==> config.mk <==
export PLATFORM = sky130hd
export DESIGN_NAME = uart_fctl_isr
export DESIGN_NICKNAME = d
export VERILOG_FILES = /design/src/shared/uart_fcr_isr_pkg.sv /design/src/core/trig_select.sv /design/src/core/isr_encoder.sv /design/src/core/uart_fcr_isr.sv
export VERILOG_INCLUDE_DIRS = /design/src /design/src/shared
export SDC_FILE = /design/constraint.sdc
export NUM_CORES = 1
export LEC_CHECK = 0
export BUFFER_PORTS_ARGS = -buffer_cell sky130_fd_sc_hd__buf_2
export CAP_MARGIN = 20
export CORE_MARGIN = 8
export CORE_UTILIZATION = 28
export CTS_CLUSTER_SIZE = 16
export DETAILED_ROUTE_END_ITERATION = 16
export GPL_TIMING_DRIVEN = 0
export PLACE_DENSITY = 0.59
export SYNTH_ARGS = -nofsm -noshare
export SYNTH_HDL_FRONTEND = slang
export SYNTH_SLANG_ARGS = --single-unit
export TNS_END_PERCENT = 10
==> constraint.sdc <==
create_clock -name clk_i -period 1.9 [get_ports clk_i]
set_input_delay 0.19 -clock clk_i [delete_from_list [all_inputs] [get_ports clk_i]]
set_output_delay 0.19 -clock clk_i [all_outputs]
set_load 0.02 [all_outputs]
==> src/shared/uart_fcr_isr_defs.svh <==
// register offsets, field positions, reset values, codes and trigger tables
`ifndef UART_FCTL_ISR_DEFS_SVH
`define UART_FCTL_ISR_DEFS_SVH

// ----------------------------------------------------------------------------
// register byte offsets on the bus
// ----------------------------------------------------------------------------
`define OFS_ISR        8'h00
`define OFS_FCTL       8'h04
`define OFS_FEAT       8'h08
`define OFS_ENH        8'h0c
`define OFS_RXLVL      8'h10
`define OFS_TXLVL      8'h14
`define REG_RST        8'h00
`define READ_ZERO      32'h0000_0000

// ----------------------------------------------------------------------------
// field positions
// ----------------------------------------------------------------------------
`define FCTL_EN        0
`define FCTL_RXRST     1
`define FCTL_TXRST     2
`define FCTL_DMA       3
`define FCTL_TXT       5:4
`define FCTL_RXT       7:6
`define FCTL_HOLD      7:3
`define FEAT_TBL       7:6
`define ENH_BIT        4
`define BYTE0          7:0
`define LANE0          0

// ----------------------------------------------------------------------------
// interrupt status codes, bits 5..0, and fifo-enable field
// ----------------------------------------------------------------------------
`define ISR_LSR        6'h06
`define ISR_RXDAT      6'h04
`define ISR_RXTO       6'h0c
`define ISR_TXE        6'h02
`define ISR_MSR        6'h00
`define ISR_SPEC       6'h10
`define ISR_FLOW       6'h20
`define ISR_NONE       6'h01
`define ISR_FIFO_ON    2'h3
`define ISR_FIFO_OFF   2'h0

// ----------------------------------------------------------------------------
// trigger table selections and levels
// ----------------------------------------------------------------------------
`define TBL_A          2'h0
`define TBL_B          2'h1
`define TBL_C          2'h2
`define TBL_D          2'h3
`define TRIG_ONE       7'h01
`define TA_RX          {7'h0e, 7'h08, 7'h04, 7'h01}
`define TB_TX          {7'h1e, 7'h18, 7'h08, 7'h10}
`define TB_RX          {7'h1c, 7'h18, 7'h10, 7'h08}
`define TC_TX          {7'h38, 7'h20, 7'h10, 7'h08}
`define TC_RX          {7'h3c, 7'h38, 7'h10, 7'h08}
`define LEVEL_ZERO     7'h00
`define FIFO_DEPTH_DOC 64

`endif

==> src/shared/uart_fcr_isr_pkg.sv <==
// types shared by the status/control block and its helpers
package uart_fctl_isr_pkg;

  // pending interrupt sources, highest priority first
  typedef struct packed {
    logic line_status;
    logic rx_data;
    logic rx_timeout;
    logic tx_empty;
    logic modem;
    logic special;
    logic flow;
  } int_src_s;

  // software-visible trigger selections
  typedef struct packed {
    logic [1:0] table_sel;
    logic [1:0] rx_sel;
    logic [1:0] tx_sel;
    logic [7:0] rx_prog;
    logic [7:0] tx_prog;
  } trig_cfg_s;

endpackage

==> src/core/trig_select.sv <==
// trigger level lookup over the four tables
`timescale 1ns/1ps
`default_nettype none
`include "uart_fcr_isr_defs.svh"

module trig_select #(
  parameter int LEVEL_W = 7
) (
  input  wire logic                       clk_i,    // clock
  input  wire logic                       rst_i,    // sync reset
  input  wire uart_fctl_isr_pkg::trig_cfg_s cfg_i,  // table and selections
  input  wire logic                       fifo_en_i, // fifos enabled
  output logic [LEVEL_W-1:0]              rx_trig_o, // receive trigger
  output logic [LEVEL_W-1:0]              tx_trig_o  // transmit trigger
);

  // one lookup serves both directions; a single table field keeps them aligned
  function automatic logic [6:0] pick(input logic [27:0] tbl, input logic [1:0] sel);
    pick = tbl[sel*7 +: 7];
  endfunction

  logic [6:0] rx_doc;
  logic [6:0] tx_doc;

  // table decode, table d takes the programmable registers
  assign rx_doc = (cfg_i.table_sel == `TBL_A) ? pick(`TA_RX, cfg_i.rx_sel) :
                  (cfg_i.table_sel == `TBL_B) ? pick(`TB_RX, cfg_i.rx_sel) :
                  (cfg_i.table_sel == `TBL_C) ? pick(`TC_RX, cfg_i.rx_sel) :
                  cfg_i.rx_prog[6:0];
  assign tx_doc = (cfg_i.table_sel == `TBL_A) ? `TRIG_ONE :
                  (cfg_i.table_sel == `TBL_B) ? pick(`TB_TX, cfg_i.tx_sel) :
                  (cfg_i.table_sel == `TBL_C) ? pick(`TC_TX, cfg_i.tx_sel) :
                  cfg_i.tx_prog[6:0];

  // registered outputs; non-fifo mode behaves as a one-deep holding register
  always_ff @(posedge clk_i) begin
    if (rst_i) begin
      rx_trig_o <= LEVEL_W'(`TRIG_ONE);
      tx_trig_o <= LEVEL_W'(`TRIG_ONE);
    end else begin
      rx_trig_o <= fifo_en_i ? LEVEL_W'(rx_doc) : LEVEL_W'(`TRIG_ONE);
      tx_trig_o <= fifo_en_i ? LEVEL_W'(tx_doc) : LEVEL_W'(`TRIG_ONE);
    end
  end

endmodule // trig_select
`default_nettype wire

==> src/core/isr_encoder.sv <==
// priority encoder for the interrupt source status byte
`timescale 1ns/1ps
`default_nettype none
`include "uart_fcr_isr_defs.svh"

module isr_encoder (
  input  wire logic                       clk_i,     // clock
  input  wire logic                       rst_i,     // sync reset
  input  wire uart_fctl_isr_pkg::int_src_s src_i,    // pending sources
  input  wire logic                       enh_en_i,  // enhanced functions on
  input  wire logic                       fifo_en_i, // fifos enabled
  output logic [7:0]                      isr_o      // status byte
);

  logic [5:0] code;
  logic [1:0] fifo_bits;

  // highest level wins; the two enhanced sources only count when enabled
  assign code = src_i.line_status          ? `ISR_LSR   :
                src_i.rx_data              ? `ISR_RXDAT :
                src_i.rx_timeout           ? `ISR_RXTO  :
                src_i.tx_empty             ? `ISR_TXE   :
                src_i.modem                ? `ISR_MSR   :
                (src_i.special & enh_en_i) ? `ISR_SPEC  :
                (src_i.flow & enh_en_i)    ? `ISR_FLOW  :
                `ISR_NONE;
  assign fifo_bits = fifo_en_i ? `ISR_FIFO_ON : `ISR_FIFO_OFF;

  // reset shows no interrupt pending
  always_ff @(posedge clk_i) begin
    if (rst_i) begin
      isr_o <= {`ISR_FIFO_OFF, `ISR_NONE};
    end else begin
      isr_o <= {fifo_bits, code};
    end
  end

endmodule // isr_encoder
`default_nettype wire

==> src/core/uart_fcr_isr.sv <==
// interrupt source status and fifo control registers of one serial channel
`timescale 1ns/1ps
`default_nettype none
`include "uart_fcr_isr_defs.svh"

// Notes on behaviour
// - status bit 0 low while interrupt pending
// - status bits 3..1 encode source levels one-four
// - status bits 5,4 only with enhanced enable
// - xon/xoff match sticky until xon received
// - flow pin change sets status bit 5
// - status bits 7,6 mirror fifo enable
// - control bit 0 enables both fifos
// - other control bits ignored unless bit 0
// - bit 1 clears receive fifo, self-clears
// - bit 2 clears transmit fifo, self-clears
// - dma mode bit stored only, no effect
// - transmit interrupt when level below trigger
// - otherwise transmit interrupt when fifo empties
// - control bits 7,6 pick receive trigger
// - one common table for both directions
// - table a: rx 1,4,8,14, tx 1
// - table b: tx 16,8,24,30 rx 8,16,24,28
// - table c: tx 8,16,32,56 rx 8,16,56,60
// - table d uses programmable trigger registers
// - six-bit priority codes from line status down
module uart_fctl_isr #(
  parameter int ADR_W      = 8,
  parameter int LEVEL_W    = 7,
  parameter int FIFO_DEPTH = `FIFO_DEPTH_DOC
) (
  input  wire logic               clk_i,             // 10 MHz clock
  input  wire logic               rst_i,             // sync reset, active high
  // wishbone classic slave
  input  wire logic               cyc_i,             // bus cycle
  input  wire logic               stb_i,             // strobe
  input  wire logic               we_i,              // write enable
  input  wire logic [ADR_W-1:0]   adr_i,             // byte address
  input  wire logic [31:0]        dat_i,             // write data
  input  wire logic [3:0]         sel_i,             // byte lanes
  output logic      [31:0]        dat_o,             // read data
  output logic                    ack_o,             // acknowledge
  // interrupt sources from the rest of the channel
  input  wire logic               lsr_int_i,         // line status error, level
  input  wire logic               rx_timeout_i,      // receive timeout, level
  input  wire logic               msr_int_i,         // modem status change, level
  input  wire logic               char_match_i,      // xon/xoff/special match, pulse
  input  wire logic               xon_rx_i,          // xon received, pulse
  input  wire logic               flow_change_i,     // flow pin changed, pulse
  input  wire logic               flow_clear_i,      // modem status read, pulse
  input  wire logic [LEVEL_W-1:0] rx_level_i,        // receive fifo level counter
  input  wire logic [LEVEL_W-1:0] tx_level_i,        // transmit fifo level counter
  // control toward the fifos
  output logic                    fifo_enable_o,     // both fifos enabled
  output logic                    rx_fifo_reset_o,   // clear rx pointers, pulse
  output logic                    tx_fifo_reset_o,   // clear tx pointers, pulse
  output logic                    rx_trigger_hit_o,  // rx level at trigger
  output logic                    isr_int_n_o        // any pending, active low
);

  // --------------------------------------------------------------------------
  // elaboration checks
  // --------------------------------------------------------------------------
  // level counters must reach the full depth, and offsets must fit
  generate
    if (FIFO_DEPTH < 1 || FIFO_DEPTH > (1 << LEVEL_W) - 1) begin : g_bad_depth
      $error("fifo depth does not fit the level counter width");
    end
    if (LEVEL_W > 8 || LEVEL_W < 7) begin : g_bad_level
      $error("level width must hold trigger values up to 60");
    end
    if (ADR_W < 5) begin : g_bad_adr
      $error("address too narrow for the register map");
    end
  endgenerate

  // --------------------------------------------------------------------------
  // registers
  // --------------------------------------------------------------------------
  logic [7:0] fifo_control;          // stored control byte, reset bits read 0
  logic [7:0] feature_control_reg;   // table select in bits 7:6
  logic [7:0] enhanced_feature_reg;  // enhanced enable in bit 4
  logic [7:0] rx_trigger_level_reg;  // table d receive trigger
  logic [7:0] tx_trigger_level_reg;  // table d transmit trigger

  // sticky interrupt flags
  logic       tx_pending;
  logic       special_pending;
  logic       flow_pending;

  // transmit interrupt tracking
  logic [LEVEL_W-1:0] tx_level_prev;
  logic               tx_above_seen;

  // helper outputs
  logic [LEVEL_W-1:0] rx_trig;
  logic [LEVEL_W-1:0] tx_trig;
  logic [7:0]         isr_value;

  // --------------------------------------------------------------------------
  // bus decode
  // --------------------------------------------------------------------------
  // a request is accepted one cycle after it appears; the write and the read
  // side effects happen on the edge where ack is high, matching the master
  logic       bus_req;
  logic       wr_fire;
  logic       rd_fire;
  logic       lane0_wr;
  logic [7:0] wr_byte;
  logic       hit_isr;
  logic       hit_fctl;
  logic       hit_feat;
  logic       hit_enh;
  logic       hit_rxlvl;
  logic       hit_txlvl;

  function automatic logic hit(input logic [ADR_W-1:0] a, input logic [7:0] ofs);
    hit = (a == ADR_W'(ofs));
  endfunction

  assign bus_req   = cyc_i & stb_i;
  assign wr_fire   = bus_req & we_i & ack_o;
  assign rd_fire   = bus_req & ~we_i & ack_o;
  assign lane0_wr  = wr_fire & sel_i[`LANE0];
  assign wr_byte   = dat_i[`BYTE0];
  assign hit_isr   = hit(adr_i, `OFS_ISR);
  assign hit_fctl  = hit(adr_i, `OFS_FCTL);
  assign hit_feat  = hit(adr_i, `OFS_FEAT);
  assign hit_enh   = hit(adr_i, `OFS_ENH);
  assign hit_rxlvl = hit(adr_i, `OFS_RXLVL);
  assign hit_txlvl = hit(adr_i, `OFS_TXLVL);

  // --------------------------------------------------------------------------
  // fifo control write decode
  // --------------------------------------------------------------------------
  // the enable bit always lands; the rest only ride along with enable set
  logic       fctl_wr;
  logic       fctl_en_in;
  logic [7:0] next_fifo_control;
  logic       next_rx_reset;
  logic       next_tx_reset;

  assign fctl_wr    = lane0_wr & hit_fctl;
  assign fctl_en_in = wr_byte[`FCTL_EN];
  assign next_fifo_control = !fctl_wr   ? fifo_control :
                             fctl_en_in ? {wr_byte[`FCTL_HOLD], 2'b00, 1'b1} :
                             {fifo_control[`FCTL_HOLD], 2'b00, 1'b0};
  assign next_rx_reset = fctl_wr & fctl_en_in & wr_byte[`FCTL_RXRST];
  assign next_tx_reset = fctl_wr & fctl_en_in & wr_byte[`FCTL_TXRST];

  // control byte and enable; the reset bits are never stored, so they read 0
  always_ff @(posedge clk_i) begin
    if (rst_i) begin
      fifo_control  <= `REG_RST;
      fifo_enable_o <= 1'b0;
    end else begin
      fifo_control  <= next_fifo_control;
      fifo_enable_o <= next_fifo_control[`FCTL_EN];
    end
  end

  // one-cycle pointer clears; shift registers are outside this block
  always_ff @(posedge clk_i) begin
    if (rst_i) begin
      rx_fifo_reset_o <= 1'b0;
      tx_fifo_reset_o <= 1'b0;
    end else begin
      rx_fifo_reset_o <= next_rx_reset;
      tx_fifo_reset_o <= next_tx_reset;
    end
  end

  // --------------------------------------------------------------------------
  // feature, enhanced and programmable trigger registers
  // --------------------------------------------------------------------------
  always_ff @(posedge clk_i) begin
    if (rst_i) begin
      feature_control_reg  <= `REG_RST;
      enhanced_feature_reg <= `REG_RST;
      rx_trigger_level_reg <= `REG_RST;
      tx_trigger_level_reg <= `REG_RST;
    end else begin
      if (lane0_wr & hit_feat)  feature_control_reg  <= wr_byte;
      if (lane0_wr & hit_enh)   enhanced_feature_reg <= wr_byte;
      if (lane0_wr & hit_rxlvl) rx_trigger_level_reg <= wr_byte;
      if (lane0_wr & hit_txlvl) tx_trigger_level_reg <= wr_byte;
    end
  end

  // --------------------------------------------------------------------------
  // trigger lookup
  // --------------------------------------------------------------------------
  // a single table field feeds both directions, so they can never diverge
  uart_fctl_isr_pkg::trig_cfg_s trig_cfg;
  logic                         enh_en;

  assign trig_cfg.table_sel = feature_control_reg[`FEAT_TBL];
  assign trig_cfg.rx_sel    = fifo_control[`FCTL_RXT];
  assign trig_cfg.tx_sel    = fifo_control[`FCTL_TXT];
  assign trig_cfg.rx_prog   = rx_trigger_level_reg;
  assign trig_cfg.tx_prog   = tx_trigger_level_reg;
  assign enh_en             = enhanced_feature_reg[`ENH_BIT];

  trig_select #(
    .LEVEL_W   (LEVEL_W)
  ) u_trig (
    .clk_i     (clk_i),
    .rst_i     (rst_i),
    .cfg_i     (trig_cfg),
    .fifo_en_i (fifo_enable_o),
    .rx_trig_o (rx_trig),
    .tx_trig_o (tx_trig)
  );

  // --------------------------------------------------------------------------
  // receive data interrupt
  // --------------------------------------------------------------------------
  // a level, not a latch: it drops as soon as reads take the fifo below trigger
  logic rx_hit;

  assign rx_hit = (rx_level_i >= rx_trig) & (rx_level_i != LEVEL_W'(`LEVEL_ZERO));

  always_ff @(posedge clk_i) begin
    if (rst_i) begin
      rx_trigger_hit_o <= 1'b0;
    end else begin
      rx_trigger_hit_o <= rx_hit;
    end
  end

  // --------------------------------------------------------------------------
  // transmit interrupt
  // --------------------------------------------------------------------------
  // if the last reload never climbed past the trigger, waiting for a fall
  // below it would miss the event, so the empty edge raises it instead
  logic tx_below;
  logic tx_cross;
  logic tx_drain;
  logic tx_event;
  logic next_above_seen;

  assign tx_below = tx_level_i < tx_trig;
  assign tx_cross = tx_above_seen & tx_below;
  assign tx_drain = ~tx_above_seen & (tx_level_i == LEVEL_W'(`LEVEL_ZERO)) &
                    (tx_level_prev != LEVEL_W'(`LEVEL_ZERO));
  assign tx_event = tx_cross | tx_drain;
  assign next_above_seen = (tx_level_i > tx_trig) ? 1'b1 :
                           tx_cross               ? 1'b0 : tx_above_seen;

  always_ff @(posedge clk_i) begin
    if (rst_i) begin
      tx_level_prev <= '0;
      tx_above_seen <= 1'b0;
    end else begin
      tx_level_prev <= tx_level_i;
      tx_above_seen <= next_above_seen;
    end
  end

  // --------------------------------------------------------------------------
  // sticky flags
  // --------------------------------------------------------------------------
  // in every flag a new event on the clearing cycle wins over the clear
  logic isr_read;
  logic next_tx_pending;
  logic next_special;
  logic next_flow;

  assign isr_read        = rd_fire & hit_isr;
  assign next_tx_pending = tx_event | (tx_pending & ~isr_read);
  assign next_special    = (char_match_i & enh_en) | (special_pending & ~xon_rx_i);
  assign next_flow       = (flow_change_i & enh_en) | (flow_pending & ~flow_clear_i);

  always_ff @(posedge clk_i) begin
    if (rst_i) begin
      tx_pending      <= 1'b0;
      special_pending <= 1'b0;
      flow_pending    <= 1'b0;
    end else begin
      tx_pending      <= next_tx_pending;
      special_pending <= next_special;
      flow_pending    <= next_flow;
    end
  end

  // --------------------------------------------------------------------------
  // status encoding
  // --------------------------------------------------------------------------
  uart_fctl_isr_pkg::int_src_s int_src;

  assign int_src.line_status = lsr_int_i;
  assign int_src.rx_data     = rx_trigger_hit_o;
  assign int_src.rx_timeout  = rx_timeout_i;
  assign int_src.tx_empty    = tx_pending;
  assign int_src.modem       = msr_int_i;
  assign int_src.special     = special_pending;
  assign int_src.flow        = flow_pending;

  isr_encoder u_enc (
    .clk_i     (clk_i),
    .rst_i     (rst_i),
    .src_i     (int_src),
    .enh_en_i  (enh_en),
    .fifo_en_i (fifo_enable_o),
    .isr_o     (isr_value)
  );

  // the pending output follows the status byte, one cycle behind its sources
  always_ff @(posedge clk_i) begin
    if (rst_i) begin
      isr_int_n_o <= 1'b1;
    end else begin
      isr_int_n_o <= (int_src == '0) | ((int_src & ~{5'b0, ~enh_en, ~enh_en}) == '0);
    end
  end

  // --------------------------------------------------------------------------
  // read mux and acknowledge
  // --------------------------------------------------------------------------
  // unmapped addresses still ack and read zero so the master never hangs
  logic [7:0] rd_byte;

  assign rd_byte = hit_isr   ? isr_value :
                   hit_fctl  ? fifo_control :
                   hit_feat  ? feature_control_reg :
                   hit_enh   ? enhanced_feature_reg :
                   hit_rxlvl ? rx_trigger_level_reg :
                   hit_txlvl ? tx_trigger_level_reg : `REG_RST;

  always_ff @(posedge clk_i) begin
    if (rst_i) begin
      ack_o <= 1'b0;
      dat_o <= `READ_ZERO;
    end else begin
      ack_o <= bus_req & ~ack_o;
      dat_o <= {24'h00_0000, rd_byte};
    end
  end

endmodule // uart_fctl_isr
`default_nettype wire

==> impl_metrics.tcl <==
set metrics [dict create \
    synth_ff_type "dfxtp_1" \
    ys_warn_count 0 \
    hp-class "primary input to flop" \
    max_slew_margin_pct 61.3 \
    drive_gt1_share_pct 21.2 \
    fin_skew_ps 3.56 \
    die-area_sq_um 18600 \
    synth_edf_count 0 \
    place_ws_ps -272 \
    clk_path_buf_depth 2 \
    critPathSlowestCell "dfxtp_1" \
    setup_ws_ps 154 \
    dieHeight_um 136 \
    peakVddDrop_uv 413 \
    hp-start "stb_i" \
    status "completed" \
    ys_types 56 \
    syn_area_sq_um 4060 \
    final_nets 624 \
    portBuffers 54 \
    synth_top_area_share_pct 40.9 \
    drc 0 \
    critical_path_arrival_ps 1990 \
    yosys.area.top_type "dfxtp_1" \
    placed_area_sq_um 4640 \
    routedWlPerCell_um 15.4 \
    initial_core_util_pct 28.2 \
    yosysMostFrequentCell "dfxtp_1" \
    fmaxAchievable_ghz 0.573 \
    drv_slew 0 \
    cp_slowest_stage_delay_ps 380 \
    post-route-period-util_pct 91.9 \
    insertion_delay_ps 330 \
    via_per_inst 4.72 \
    cts_tree "yes" \
    io_pins 108 \
    ys_top_cells_by_count "dfxtp_1 (83), nand2_1 (61), mux2i_1 (45), nor2_1 (27)" \
    cts-buffers-inserted 9 \
    antenna_left 0 \
    path_clk_slew_ps 60 \
    r2r-start "feature_control_reg[7]" \
    grt_max_degree 14 \
    dr.pass1.iters 4 \
    crit_type "flop to flop" \
    critPathLaunch "feature_control_reg[7]" \
    vias 3409 \
    drt-initial-drc-count 213 \
    setup_viol 0 \
    postCtsHoldBufs 0 \
    grt_pass1_wl_um 17500 \
    setup_tns_ps 0 \
    ys_top_cells_by_area "dfxtp_1 (41%), mux2i_1 (11%), ha_1 (6.2%), nand2_1 (5.6%), buf_4 (4.4%)" \
    cts-htree-levels 3 \
    rows 44 \
    routed_wl_um 11100 \
    clock-sinks 83 \
    path_max_fanout 8 \
    syn_avg_cell_area_sq_um 9.08 \
    worstMarginPinSlew_ps 580 \
    area_delta_synth_final_pct 21.9 \
    rsz0062_at_grt "no" \
    die_w_um 136 \
    async_flop_share_pct 0 \
    core_area_sq_um 14400 \
    finalPower_uw 3820 \
    design_area_sq_um 4950 \
    hold_violations 0 \
    fill_cells 1459 \
    cts_root_buf "clkbuf_16" \
    powerDensity_nw_per_um2 773 \
    grtUsageTotal_pct 12.0 \
    maxCapViolations 0 \
    grt_pass1_vias 3410 \
    gp_congestion 0.904 \
    syn-instance-count 447 \
    start_kind "flop" \
    crit_required_ps 2150 \
    path_cells "inv_1 > ha_1 > or2_2 > clkbuf_1 > a21oi_1 > nor2_1 > nor3_1" \
    globalRouteOverflowTotal 0 \
    period_needed_ps 1750 \
    n_antenna_cell 0 \
    cp-end-kind "flop" \
    dp_hpwl_um 8770 \
    synth_seq_cells 83 \
    leakage_uw 0.00214 \
    ys_seq_area_share_pct 40.9 \
    grt_antenna_before_repair 0 \
]
## cells in the final DEF (no fill, tap or decap), types with 3 or more instances in the layout
master / netlist / routed
a211oi_1: 5 / 5
a21o_1: 3 / 3
a21oi_1: 18 / 18
a221oi_1: 5 / 5
buf_2: 2 / 56
buf_4: 24 / 25
clkbuf_1: 17 / 17
clkbuf_16: 0 / 9
conb_1: 1 / 24
dfxtp_1: 83 / 82
ha_1: 20 / 19
inv_1: 24 / 24
mux2_2: 4 / 4
mux2i_1: 45 / 45
nand2_1: 61 / 61
nand2b_1: 6 / 6
nand3_1: 4 / 4
nand3b_1: 3 / 3
nand4_1: 6 / 6
nand4b_1: 3 / 3
nor2_1: 27 / 26
nor2b_1: 10 / 10
nor3_1: 14 / 14
nor3b_1: 5 / 5
nor4_1: 4 / 4
o211ai_1: 3 / 3
o21ai_0: 10 / 10
o41ai_1: 4 / 4
or3_1: 3 / 3
## worst paths after layout
path,end,slack (ps),depth (start not counted)
worst min register to register,ack_o,450,1
worst min-delay path,ack_o,90,3
worst max-delay path,u_trig.rx_trig_o[3],150,7
worst max register to register,u_trig.rx_trig_o[3],150,7
## area by class of cell
class	count	area (sq um)	area share, %
Tap cell	184	230	4.65
Inverter	25	93.8	1.90
Multi-Input combinational cell	316	2100	42.5
Clock buffer	12	246	4.98
Timing Repair Buffer	55	278	5.61
Clock inverter	4	50.0	1.01
Buffer	44	282	5.69
Sequential cell	83	1660	33.6
## worst max-delay path, delay by kind of cell, from the launching register on
| family | cells | cell delay, ps |
|---|---|---|
| adders and majority gates | 1 | 280 |
| AOI/OAI and AO/OA | 1 | 170 |
| buffers and inverters | 2 | 260 |
| DFF | 1 | 380 |
| and+or+nand+nor | 3 | 570 |
## logic make-up after synthesis
family | share of synthesized area [%]
AND/OR/NAND/NOR | 21.2
flip-flops | 40.9
buffers and inverters | 9.44
AO/OA/AOI/OAI | 9.99
multiplexers | 12.2
adder cells (fa/ha/maj) | 6.17
other | 0.0924
## per-stage QoR
step                cells  util, %  hold slack [ps]
floorplan             470        -              267
global placement      708     32.3              422
detailed placement    708     32.3              437
CTS                   725     34.5             94.0
global route          723     34.4              106
finish                723     34.4             92.3
## routing by layer
| metal | global-route usage (%) | up-vias | share of wire [%] |
|---|---|---|---|
| li1 | - | 1691 | - |
| met4 | 5.00 | 0 | 3.0 |
| met5 | 0 | - | 0 |
| met3 | 3.77 | 22 | 8.8 |
| met1 | 14.4 | 1575 | 42 |
| met2 | 19.5 | 121 | 47 |
## what timing repair did
item                       CTS  global route
setup endpoints to repair   17             2
buffers inserted             1             0
resized for setup            2             2
pin swaps                    1             0
## power by group
part	internal, uW	switching (uW)	total (uW)
sequential	1760	11.7	1770
clock	1050	662	1710
combinational	129	208	337
total	2940	882	3820
Note: power is estimated with default switching activity, not from simulation.
